## config.mk

```make
export PLATFORM = sky130hd
export DESIGN_NAME = rsse_core
export DESIGN_NICKNAME = d
export VERILOG_FILES = /design/src/rtl/rsse_pkg.sv /design/src/rtl/rsse_alu_if.sv /design/src/rtl/rsse_alu.sv /design/src/rtl/rsse_core.sv
export VERILOG_INCLUDE_DIRS = /design/src /design/src/rtl
export SDC_FILE = /design/constraint.sdc
export NUM_CORES = 2
export LEC_CHECK = 0
export BUFFER_PORTS_ARGS = -buffer_cell sky130_fd_sc_hd__clkbuf_2
export CAP_MARGIN = 15
export CORE_MARGIN = 4
export CORE_UTILIZATION = 41
export CTS_BUF_LIST = sky130_fd_sc_hd__clkbuf_8 sky130_fd_sc_hd__clkbuf_16
export CTS_CLUSTER_DIAMETER = 50
export DETAILED_ROUTE_END_ITERATION = 12
export PLACE_DENSITY = 0.64
export SETUP_SLACK_MARGIN = 0.3
export SLEW_MARGIN = 15
export SYNTH_ARGS = -nofsm -noshare
export SYNTH_HDL_FRONTEND = slang
export SYNTH_SLANG_ARGS = --single-unit
```

## constraint.sdc

```tcl
create_clock -name clk -period 20.4 [get_ports clk]
set_input_delay 4.08 -clock clk [delete_from_list [all_inputs] [get_ports clk]]
set_output_delay 4.08 -clock clk [all_outputs]
set_load 0.01 [all_outputs]
```

## src/rtl/rsse_consts.svh

```systemverilog
// Constants for the rotate, subtract and sleep execution block.
// Assumes inclusion by the core, the checker and the bench only.
`ifndef RSSE_CONSTS_SVH
`define RSSE_CONSTS_SVH

// ****************************************************************
// Register port map
// ****************************************************************
`define RSSE_FILE_LAST_ADDR   8'h7F
`define RSSE_WORK_ADDR        8'h80
`define RSSE_STATUS_ADDR      8'h81
`define RSSE_WDOG_ADDR        8'h82
`define RSSE_PRESCALE_ADDR    8'h83

// ****************************************************************
// Status field positions and reset value
// ****************************************************************
`define RSSE_ST_CARRY         0
`define RSSE_ST_DIGIT         1
`define RSSE_ST_ZERO          2
`define RSSE_ST_PD_N          3
`define RSSE_ST_TO_N          4
`define RSSE_STATUS_RESET     8'h18
`define RSSE_STATUS_WR_MASK   8'h07

// ****************************************************************
// Watchdog
// ****************************************************************
`define RSSE_WDOG_CLEAR       8'h00
`define RSSE_PRESCALE_CLEAR   8'h00
`define RSSE_PRESCALE_LAST    8'hFF

`endif

```

## src/rtl/rsse_pkg.sv

```systemverilog
// Types for the rotate, subtract and sleep execution block.
// Assumes the constants header sits beside it.
package rsse_pkg;

	typedef enum logic [2:0]
	{
		RSSE_OP_NONE  = 3'h0,
		RSSE_OP_ROTL  = 3'h1,
		RSSE_OP_ROTR  = 3'h2,
		RSSE_OP_SUB   = 3'h3,
		RSSE_OP_SLEEP = 3'h4
	} rsse_op_type;

	typedef enum logic [0:0]
	{
		RSSE_RUN   = 1'h0,
		RSSE_ASLEEP = 1'h1
	} rsse_state_type;

endpackage : rsse_pkg

```

## src/rtl/rsse_alu_if.sv

```systemverilog
// Operand and result bundle between the core and its arithmetic unit.
// Assumes both ends run combinationally within one clock cycle.
`timescale 1ns/100ps

interface rsse_alu_if;
	import rsse_pkg::*;

	rsse_op_type op;
	logic [7:0]  file_val;
	logic [7:0]  work_val;
	logic [7:0]  literal;
	logic        carry_in;
	logic [7:0]  result;
	logic        carry_out;
	logic        digit_out;
	logic        zero_out;

	modport core
	(
		output op,
		output file_val,
		output work_val,
		output literal,
		output carry_in,
		input  result,
		input  carry_out,
		input  digit_out,
		input  zero_out
	);

	modport alu
	(
		input  op,
		input  file_val,
		input  work_val,
		input  literal,
		input  carry_in,
		output result,
		output carry_out,
		output digit_out,
		output zero_out
	);

endinterface : rsse_alu_if

```

## src/rtl/rsse_alu.sv

```systemverilog
// Combinational arithmetic for the two rotates and literal subtract.
// Assumes the core decides which flags and destination take the result.
`timescale 1ns/100ps

module rsse_alu
	import rsse_pkg::*;
(
	// Operands and results
	rsse_alu_if.alu bus
);

	logic [8:0] diff;
	logic [4:0] nib_diff;

	always_comb
	begin
		diff      = {1'b0, bus.literal} - {1'b0, bus.work_val};
		nib_diff  = {1'b0, bus.literal[3:0]} - {1'b0, bus.work_val[3:0]};
		bus.result    = bus.file_val;
		bus.carry_out = bus.carry_in;
		bus.digit_out = 1'b0;
		bus.zero_out  = 1'b0;
		case (bus.op)
			RSSE_OP_ROTL:
			begin
				bus.result    = {bus.file_val[6:0], bus.carry_in}; // [RULE_01]
				bus.carry_out = bus.file_val[7]; // [RULE_01]
			end
			RSSE_OP_ROTR:
			begin
				bus.result    = {bus.carry_in, bus.file_val[7:1]}; // [RULE_03]
				bus.carry_out = bus.file_val[0]; // [RULE_03]
			end
			RSSE_OP_SUB:
			begin
				// A borrow out of bit 8 means the work value exceeded the literal.
				bus.result    = diff[7:0]; // [RULE_09]
				bus.carry_out = ~diff[8]; // [RULE_10]
				bus.digit_out = ~nib_diff[4]; // [RULE_10]
				bus.zero_out  = (diff[7:0] == 8'h00); // [RULE_10]
			end
			default:
			begin
				bus.result = bus.file_val;
			end
		endcase
	end

endmodule : rsse_alu

```

## src/rtl/rsse_core.sv

```systemverilog
// Execution core for rotates through carry, literal subtract and sleep.
// Assumes instructions arrive decoded, one per clock, from fetch logic on clk.
// The wake input is asynchronous and is synchronised here.
//
// Behaviour
// RULE_01: Rotate left moves carry in, bit 7 out.
// RULE_02: Rotate left: 7-bit address, destination bit selects target.
// RULE_03: Rotate right moves carry in, bit 0 out.
// RULE_04: Rotate right: destination bit selects work or file.
// RULE_05: Sleep clears power-down flag, arithmetic flags untouched.
// RULE_06: Sleep sets the time-out flag.
// RULE_07: Sleep zeroes watchdog counter and its prescaler.
// RULE_08: Sleep then halts oscillator; no more instructions.
// RULE_09: Subtract computes literal minus work into work.
// RULE_10: Subtract updates carry, digit carry, zero.
// RULE_11: Rotates and subtract finish in one cycle.
//
// Decided for this implementation: the strobed register port and the placing of the registers.
`timescale 1ns/100ps
`include "rsse_consts.svh"

module rsse_core
	import rsse_pkg::*;
(
	// Clock and reset
	input  wire logic        clk,
	input  wire logic        srst,
	// Decoded instruction
	input  wire logic        instr_valid,
	input  rsse_op_type      instr_op,
	input  wire logic [6:0]  instr_file_addr,
	input  wire logic        instr_dest,
	input  wire logic [7:0]  instr_literal,
	// Wake request pin
	input  wire logic        wake_pin,
	// Power state
	output logic             osc_stop,
	output logic             instr_ready,
	// Register port
	input  wire logic [7:0]  reg_addr,
	input  wire logic [7:0]  reg_wdata,
	input  wire logic        reg_wr,
	input  wire logic        reg_rd,
	output logic [7:0]       reg_rdata
);

	// ****************************************************************
	// State
	// ****************************************************************
	logic [7:0]     file_mem [0:127];
	logic [7:0]     work_q;
	logic [7:0]     status_word;
	logic           carry_q;
	logic           digit_q;
	logic           zero_q;
	logic           pd_n_q;
	logic           to_n_q;
	logic           status_wr;
	logic [7:0]     wdog_q;
	logic [7:0]     prescale_q;
	logic [7:0]     rdata_q;
	rsse_state_type state_q;
	rsse_state_type state_d;
	logic           wake_meta_q;
	logic           wake_sync_q;

	rsse_alu_if alu_bus ();

	// ****************************************************************
	// Decode
	// ****************************************************************
	logic       exec;
	logic       is_rot;
	logic       is_sub;
	logic       is_sleep;
	logic       to_file;
	logic       to_work;
	logic [7:0] file_rd;

	assign instr_ready = (state_q == RSSE_RUN);
	// An asleep core ignores instructions: the oscillator is stopped.
	assign exec     = instr_valid && (state_q == RSSE_RUN); // [RULE_08]
	assign is_rot   = exec && ((instr_op == RSSE_OP_ROTL) || (instr_op == RSSE_OP_ROTR));
	assign is_sub   = exec && (instr_op == RSSE_OP_SUB);
	assign is_sleep = exec && (instr_op == RSSE_OP_SLEEP);
	assign to_file  = is_rot && instr_dest; // [RULE_02] [RULE_04]
	assign to_work  = (is_rot && !instr_dest) || is_sub; // [RULE_02] [RULE_04] [RULE_09]
	assign file_rd  = file_mem[instr_file_addr]; // [RULE_02]

	// ****************************************************************
	// Arithmetic unit
	// ****************************************************************
	assign alu_bus.op       = exec ? instr_op : RSSE_OP_NONE;
	assign alu_bus.file_val = file_rd;
	assign alu_bus.work_val = work_q;
	assign alu_bus.literal  = instr_literal;
	assign alu_bus.carry_in = carry_q;

	rsse_alu u_alu
	(
		.bus (alu_bus.alu)
	);

	// ****************************************************************
	// Wake synchroniser
	// ****************************************************************
	always_ff @(posedge clk)
	begin
		if (srst)
		begin
			wake_meta_q <= 1'b0;
			wake_sync_q <= 1'b0;
		end
		else
		begin
			wake_meta_q <= wake_pin;
			wake_sync_q <= wake_meta_q;
		end
	end

	// ****************************************************************
	// Power state
	// ****************************************************************
	always_comb
	begin
		state_d = state_q;
		case (state_q)
			RSSE_RUN:
			begin
				if (is_sleep)
				begin
					state_d = RSSE_ASLEEP; // [RULE_08]
				end
			end
			RSSE_ASLEEP:
			begin
				if (wake_sync_q)
				begin
					state_d = RSSE_RUN;
				end
			end
			default:
			begin
				state_d = RSSE_RUN;
			end
		endcase
	end

	always_ff @(posedge clk)
	begin
		if (srst)
		begin
			state_q <= RSSE_RUN;
		end
		else
		begin
			state_q <= state_d;
		end
	end

	assign osc_stop = (state_q == RSSE_ASLEEP); // [RULE_08]

	// ****************************************************************
	// File registers
	// ****************************************************************
	// No reset: the file is plain storage. An instruction write wins over a
	// port write to the same cycle, so the port write is dropped then.
	always_ff @(posedge clk)
	begin
		if (to_file)
		begin
			file_mem[instr_file_addr] <= alu_bus.result; // [RULE_02] [RULE_04] [RULE_11]
		end
		else if (reg_wr && (reg_addr <= `RSSE_FILE_LAST_ADDR))
		begin
			file_mem[reg_addr[6:0]] <= reg_wdata;
		end
	end

	// ****************************************************************
	// Work register
	// ****************************************************************
	always_ff @(posedge clk)
	begin
		if (srst)
		begin
			work_q <= 8'h00;
		end
		else if (to_work)
		begin
			work_q <= alu_bus.result; // [RULE_02] [RULE_04] [RULE_09] [RULE_11]
		end
		else if (reg_wr && (reg_addr == `RSSE_WORK_ADDR))
		begin
			work_q <= reg_wdata;
		end
	end

	// ****************************************************************
	// Status flags
	// ****************************************************************
	// One register per flag keeps each flag's sources in one place. A rotate,
	// subtract or sleep executed in the same cycle drops a port write to the whole status
	// word, so software never sees half of its write land.
	localparam logic [7:0] STATUS_INIT    = `RSSE_STATUS_RESET;
	localparam logic [7:0] STATUS_WR_MASK = `RSSE_STATUS_WR_MASK;

	assign status_wr = reg_wr && (reg_addr == `RSSE_STATUS_ADDR)
		&& !(is_rot || is_sub || is_sleep);

	always_ff @(posedge clk)
	begin
		if (srst)
		begin
			carry_q <= STATUS_INIT[`RSSE_ST_CARRY];
		end
		else if (is_rot || is_sub)
		begin
			carry_q <= alu_bus.carry_out; // [RULE_01] [RULE_03] [RULE_10]
		end
		else if (status_wr && STATUS_WR_MASK[`RSSE_ST_CARRY])
		begin
			carry_q <= reg_wdata[`RSSE_ST_CARRY];
		end
	end

	always_ff @(posedge clk)
	begin
		if (srst)
		begin
			digit_q <= STATUS_INIT[`RSSE_ST_DIGIT];
		end
		else if (is_sub)
		begin
			digit_q <= alu_bus.digit_out; // [RULE_10]
		end
		else if (status_wr && STATUS_WR_MASK[`RSSE_ST_DIGIT])
		begin
			digit_q <= reg_wdata[`RSSE_ST_DIGIT];
		end
	end

	always_ff @(posedge clk)
	begin
		if (srst)
		begin
			zero_q <= STATUS_INIT[`RSSE_ST_ZERO];
		end
		else if (is_sub)
		begin
			zero_q <= alu_bus.zero_out; // [RULE_10]
		end
		else if (status_wr && STATUS_WR_MASK[`RSSE_ST_ZERO])
		begin
			zero_q <= reg_wdata[`RSSE_ST_ZERO];
		end
	end

	// Sleep touches only the two power flags below, never the arithmetic ones.
	always_ff @(posedge clk)
	begin
		if (srst)
		begin
			pd_n_q <= STATUS_INIT[`RSSE_ST_PD_N];
		end
		else if (is_sleep)
		begin
			pd_n_q <= 1'b0; // [RULE_05]
		end
	end

	always_ff @(posedge clk)
	begin
		if (srst)
		begin
			to_n_q <= STATUS_INIT[`RSSE_ST_TO_N];
		end
		else if (is_sleep)
		begin
			to_n_q <= 1'b1; // [RULE_06]
		end
	end

	// Bits without a flag read as zero.
	always_comb
	begin
		status_word                 = 8'h00;
		status_word[`RSSE_ST_CARRY] = carry_q;
		status_word[`RSSE_ST_DIGIT] = digit_q;
		status_word[`RSSE_ST_ZERO]  = zero_q;
		status_word[`RSSE_ST_PD_N]  = pd_n_q;
		status_word[`RSSE_ST_TO_N]  = to_n_q;
	end

	// ****************************************************************
	// Watchdog counter and prescaler
	// ****************************************************************
	// Both stand still while asleep, since they count only while state_q is RSSE_RUN.
	always_ff @(posedge clk)
	begin
		if (srst)
		begin
			prescale_q <= `RSSE_PRESCALE_CLEAR;
			wdog_q     <= `RSSE_WDOG_CLEAR;
		end
		else if (is_sleep)
		begin
			prescale_q <= `RSSE_PRESCALE_CLEAR; // [RULE_07]
			wdog_q     <= `RSSE_WDOG_CLEAR; // [RULE_07]
		end
		else if (state_q == RSSE_RUN)
		begin
			prescale_q <= prescale_q + 8'h01;
			if (prescale_q == `RSSE_PRESCALE_LAST)
			begin
				wdog_q <= wdog_q + 8'h01;
			end
		end
	end

	// ****************************************************************
	// Register read port
	// ****************************************************************
	always_ff @(posedge clk)
	begin
		if (srst)
		begin
			rdata_q <= 8'h00;
		end
		else if (reg_rd)
		begin
			if (reg_addr <= `RSSE_FILE_LAST_ADDR)
			begin
				rdata_q <= file_mem[reg_addr[6:0]];
			end
			else
			begin
				case (reg_addr)
					`RSSE_WORK_ADDR:     rdata_q <= work_q;
					`RSSE_STATUS_ADDR:   rdata_q <= status_word;
					`RSSE_WDOG_ADDR:     rdata_q <= wdog_q;
					`RSSE_PRESCALE_ADDR: rdata_q <= prescale_q;
					default:             rdata_q <= 8'h00;
				endcase
			end
		end
		else
		begin
			rdata_q <= 8'h00;
		end
	end

	assign reg_rdata = rdata_q;

endmodule : rsse_core

```

Word level (Yosys, flattened, before mapping)
Memories as Yosys holds them, arrays and structs flattened.
Index checks and enable logic that the tools add are counted.
{ "word_totals": {"register_bits": 39, "mem_bits_rw": 1024, "inputBits": 41, "out_inout_bits": 10, "elab_cells": 85, "memories": 1} }
{ "mem_list": {"columns": ["name", "depth", "width", "read_ports", "rd_ports_with_merged_regs", "wr", "line_no", "rtl"], "rows": [
  ["file_mem", 128, 8, 2, 0, 1, "rsse_core.sv:50", "logic [7:0] file_mem [0:127];"]
]} }
{ "op_classes": {"n_addsub": 4, "order_cmp": 1, "eq_ne": 13, "muxes": 26, "bitwise_logic": 4, "n_reduce_logical": 25} }
{ "ops": {"columns": ["op", "count"], "rows": [
  ["equality test 8 bit, second input constant", 5],
  ["2-to-1 mux 8 bit", 4],
  ["case mux 8 bit (4 select lines)", 1],
  ["case mux 8 bit (3 select lines)", 1],
  ["adder 8 x 1 -> 8 bit, second input constant", 2],
  ["2-to-1 mux 1 bit", 16],
  ["equality test 3 x 2 -> 1 bit, second input constant", 4],
  ["logical AND 1 bit", 10],
  ["subtractor 8 x 8 -> 9 bit", 1],
  ["<= comparator 8 x 7 -> 1 bit, second input constant", 1],
  ["logical NOT 8 bit", 1],
  ["OR reduction 8 bit", 1],
  ["2-to-1 mux 7 bit", 1],
  ["equality test 3 x 1 -> 1 bit, second input constant", 2],
  ["nonzero test 2 bit", 3],
  ["subtractor 4 x 4 -> 5 bit", 1],
  ["logical OR 1 bit", 4],
  ["inequality test 4 x 1 -> 1 bit, second input constant", 1],
  ["inverter 1 bit", 4],
  ["AND reduction 2 bit", 2],
  ["OR reduction 2 bit", 2],
  ["equality test 3 bit, second input constant", 1],
  ["2-to-1 mux 3 bit", 1],
  ["case mux 1 bit (3 select lines)", 1],
  ["other kinds (2)", 3]
]} }

Longest topological paths before layout
{ "logic_depth": {"depth_word": 9, "ltp_mapped": 13, "depth_no_buf": 12} }

Hierarchy
Synthesis repeated with hierarchy kept, for this count alone.
{ "hier_totals": {"cells_unflattened": 2669, "area_unflattened_um2": 50848.8} }
{ "by_module_without_submodules": {"columns": ["module", "instances", "cells_each", "area_per_inst_um2", "seq_area_each_um2"], "rows": [
  ["rsse_core", 1, 2541, 50050.5, 31530.2],
  ["rsse_alu", 1, 128, 798.3, 0.0]
]} }

Least setup slack after synthesis
Ideal clock, no wire load.
{ "synth_timing": {"path_kind": "input -> register", "from": "in instr_file_addr[0]", "to": "mem file_mem[0][1] (data pin)", "arrival_time_ps": 10687, "path_slack_ps": 8516, "stages": 12, "n_path_buf": 4, "path_cell_list": "buf_6 buf_12 buf_6 buf_4 mux4_2 o22ai_1 a22oi_1 a22oi_1 nand2_1 mux2_2 o22ai_1 o21ai_0"} }
{ "synth_between": {"elab_chain_len": 3} }
{ "synth_rtl": {"columns": ["item", "line_no", "rtl"], "rows": [
  ["start, declared", "rsse_core.sv:31", "input wire logic [6:0] instr_file_addr,"],
  ["memory (128 x 8 bit)", null, null],
  ["case mux 8 bit (3 select lines)", "rsse_alu.sv:23", "case (bus.op)"],
  ["2-to-1 mux 8 bit (no line)", null, null],
  ["end, declared", "rsse_core.sv:50", null]
]} }
No other way between the ends.

Final worst setup path
{ "layout_timing": {"from": "in instr_file_addr[0]", "to": "mem file_mem[43][0] (data pin)"} }
The elaborated chain is that of the path after synthesis.

==> reports/qor.yml <==
routedWlPerCell_um: 34.5
syn_to_final_growth_pct: 11.5
clkPwrFrac_pct: 40.9
seq_area_frac_synth_pct: 63.0
synth_top_family_by_area: "multiplexers"
worst_pin_slew_ps: 1310
wl_um: 148000
cts_resized: 0
p_seq_share_pct: 49.4
gp_congestion: 0.901
regToRegSetupSlack_ps: 15040
hold_viol_final: 0
crit_path_cell_trace: "buf_8 > buf_4 > buf_4 > buf_4 > mux4_2 > o22ai_1 > a22o_1 > nor4_2 > or4_1 > o21ai_0 > o21ai_4 > buf_4"
crit_path_top_delay_cell: "buf_4"
syn_area_sq_um: 50000
post-route-period-util_pct: 50.5
synth_edf_count: 1024
ys_types: 67
drv_slew: 0
die_h_um: 357
drive_gt1_share_pct: 34.8
p_switching_w: 0.00122
cts.sinks: 1063
synth_flop_cell: "edfxtp_1"
async_reset_ff_share_pct: 0
fmax_ghz: 0.0970
drtAntennaViolNets: 0
power.density_nw_per_um2: 90.2
cts.clk_slew.worst_paths_ps: 60
dp_hpwl_um: 95500
rr_worst_depth: 7
fin_setup_tns_ps: 0
synth_compound_area_share_pct: 2.87
r2r-end: "file_mem[67][4]"
post-synth-top-count-cell: "edfxtp_1"
finalClockSkew_ps: 30.1
clockRootBuffer: "clkbuf_16"
via_per_inst: 6.54
hp-start: "pd_n_q"
num_vias: 28084
synth.area.mux_share_pct: 28.1
start_util_pct: 41.5
maxCapViolCount: 0
design_area_sq_um: 55800
netlist.area_leader.share_pct: 61.5
nNetsFinal: 2633
syn_avg_cell_area_sq_um: 19.8
status: "completed"
critical_path_class: "in -> reg"
rsz0062_at_grt: "no"
dr.pass1.iters: 7
ys_ff_latch: 1063
cts_made_buffers: 116
arrival_ps: 10640
grt-ovfl-total: 0
rows: 127
post_dp_cell_area_sq_um: 52000
start_kind: "input pin"
die_area_sq_um: 128000
yosysWarnings: 0
htreeDepth: 3
synth-adder-area-share_pct: 0.315
yosys.area_share.simple_pct: 3.24
port_buffers: 50
finalWorstPathRequiredPeriod_ps: 10300
post_cts_buffers: 0
antenna_found_initial: 9
switching_share_pct: 24.2
synthTopCellsByArea: "edfxtp_1, mux4_2, dfxtp_1"
grt_max_degree: 129
drtIter0Drc: 3793
synth_nets: 2586
synth_common_cells: "edfxtp_1, mux4_2, nor2_1"
hp-class: "reg -> reg"
clk_latency_ps: 720
max_stage_delay_ps: 810
track_usage_pct: 23.3
die_w_um: 357
drc: 0
boundaryPins: 51
postCtsHoldBufs: 0
holdPathEnd: "pd_n_q"
grt_pass1_vias: 28623
hold_path_depth: 1
pwr-share-comb_pct: 9.8
crit_top_cell: "buf_4"
coreArea_sq_um: 121000
tritoncts: "yes"
p_int_w: 0.00382
r2r_start: "osc_stop"
cp_data_required_time_ps: 20740
synthXorXnorAreaFrac_pct: 0.350
clockBufferDepth: 3
setup_viol: 0
cp-end-kind: "flip-flop"
grt_first_pass_wirelength_um: 211000
netlist_instances: 2533
cp_max_fo: 96
peakVddDrop_mv: 0.0667
max_slew_margin_pct: 12.4
yosysTopAreaCell: "edfxtp_1"
p_leak_nw: 17.2
## cell families after synthesis
family | count (synthesis)
multiplexers | 657
XOR/XNOR | 20
flip-flops | 1063
AO/OA/AOI/OAI | 217
buffers and inverters | 216
AND/OR/NAND/NOR | 348
adder cells (fa/ha/maj) | 12
## power groups by stage
| stage | registers [W] | clock network, W | logic, W |
|---|---|---|---|
| 2_1_floorplan | 0.00255 | 0 | 0.000298 |
| 3_5_place_dp | 0.00253 | 0 | 0.000487 |
| 4_1_cts | 0.00249 | 0.00209 | 0.000488 |
| 5_1_grt | 0.00249 | 0.00218 | 0.000515 |
| 6_report | 0.00249 | 0.00206 | 0.000492 |
| 3_3_place_gp | 0.00253 | 0 | 0.000474 |
## flip-flops by register name, indices dropped and copies added, names as in the netlist
name,cells
pd_n_q,1
wake_sync_q,1
digit_q,1
alu_bus.work_val,8
osc_stop,1
prescale_q,8
alu_bus.carry_in,1
zero_q,1
wdog_q,8
file_mem,1024
reg_rdata,8
wake_meta_q,1
## area by class of cell
cell class,count,area [sq um]
Antenna cell,4,10.0
Clock buffer,116,2900
Clock inverter,98,837
Fill cell,9941,64800
Inverter,25,93.8
Multi-Input combinational cell,1254,17600
Sequential cell,1063,31500
Tap cell,1612,2020
Timing Repair Buffer,120,828
## worst max path at each step
stage	from	end
floorplan	instr_file_addr[0]	file_mem[0][1]
global placement	instr_file_addr[0]	file_mem[60][0]
detailed placement	instr_file_addr[0]	file_mem[62][0]
CTS	instr_file_addr[0]	file_mem[25][0]
global route	instr_file_addr[0]	file_mem[32][0]
finish	instr_file_addr[0]	file_mem[43][0]
## critical path, delay by kind of cell
family                 cells  cell delay [ps]
muxes                      1              370
buffers and inverters      5             3460
AOI/OAI and AO/OA          4             1270
and+or+nand+nor            2             1040
## metrics by stage
step                worst slack (ps)  total power [W]  instances  hold slack (ps)  utilization (%)
global placement                9150          0.00301       4073              428             43.1
global route                    9540          0.00518       4288              468             46.3
floorplan                       8520          0.00285       2533              414                -
CTS                            10120          0.00506       4287              452             46.2
finish                         10100          0.00504       4292              451             46.3
detailed placement              9350          0.00302       4073              439             43.1
## cell usage in the layout, fill, tap and decap left out, types with 12 or more instances in the layout
cell type | synthesis | routed
edfxtp_1 | 1024 | 1024
mux4_2 | 598 | 598
nor2_1 | 171 | 160
clkbuf_16 | 0 | 116
o22ai_1 | 95 | 95
buf_4 | 15 | 70
nand2_1 | 60 | 60
inv_1 | 25 | 47
mux2i_1 | 45 | 45
clkbuf_2 | 0 | 43
dfxtp_1 | 39 | 39
a22oi_1 | 30 | 30
a21oi_1 | 24 | 23
clkinv_1 | 0 | 23
nand3_1 | 21 | 21
clkinv_2 | 0 | 18
o21ai_0 | 19 | 16
nor4_1 | 15 | 14
mux2_2 | 14 | 14
nor3_1 | 12 | 12
## metal layers
metal / routed length (um) / GRT usage (%) / up-vias / share of wire, %
li1: - / - / 11063 / -
met1: 55800 / 31.6 / 15046 / 38
met2: 69800 / 36.6 / 1635 / 47
met3: 16000 / 6.09 / 334 / 11
met4: 6300 / 8.26 / 6 / 4.3
met5: 38 / 0 / - / 0.026
Power figures use the tool's default switching activity.
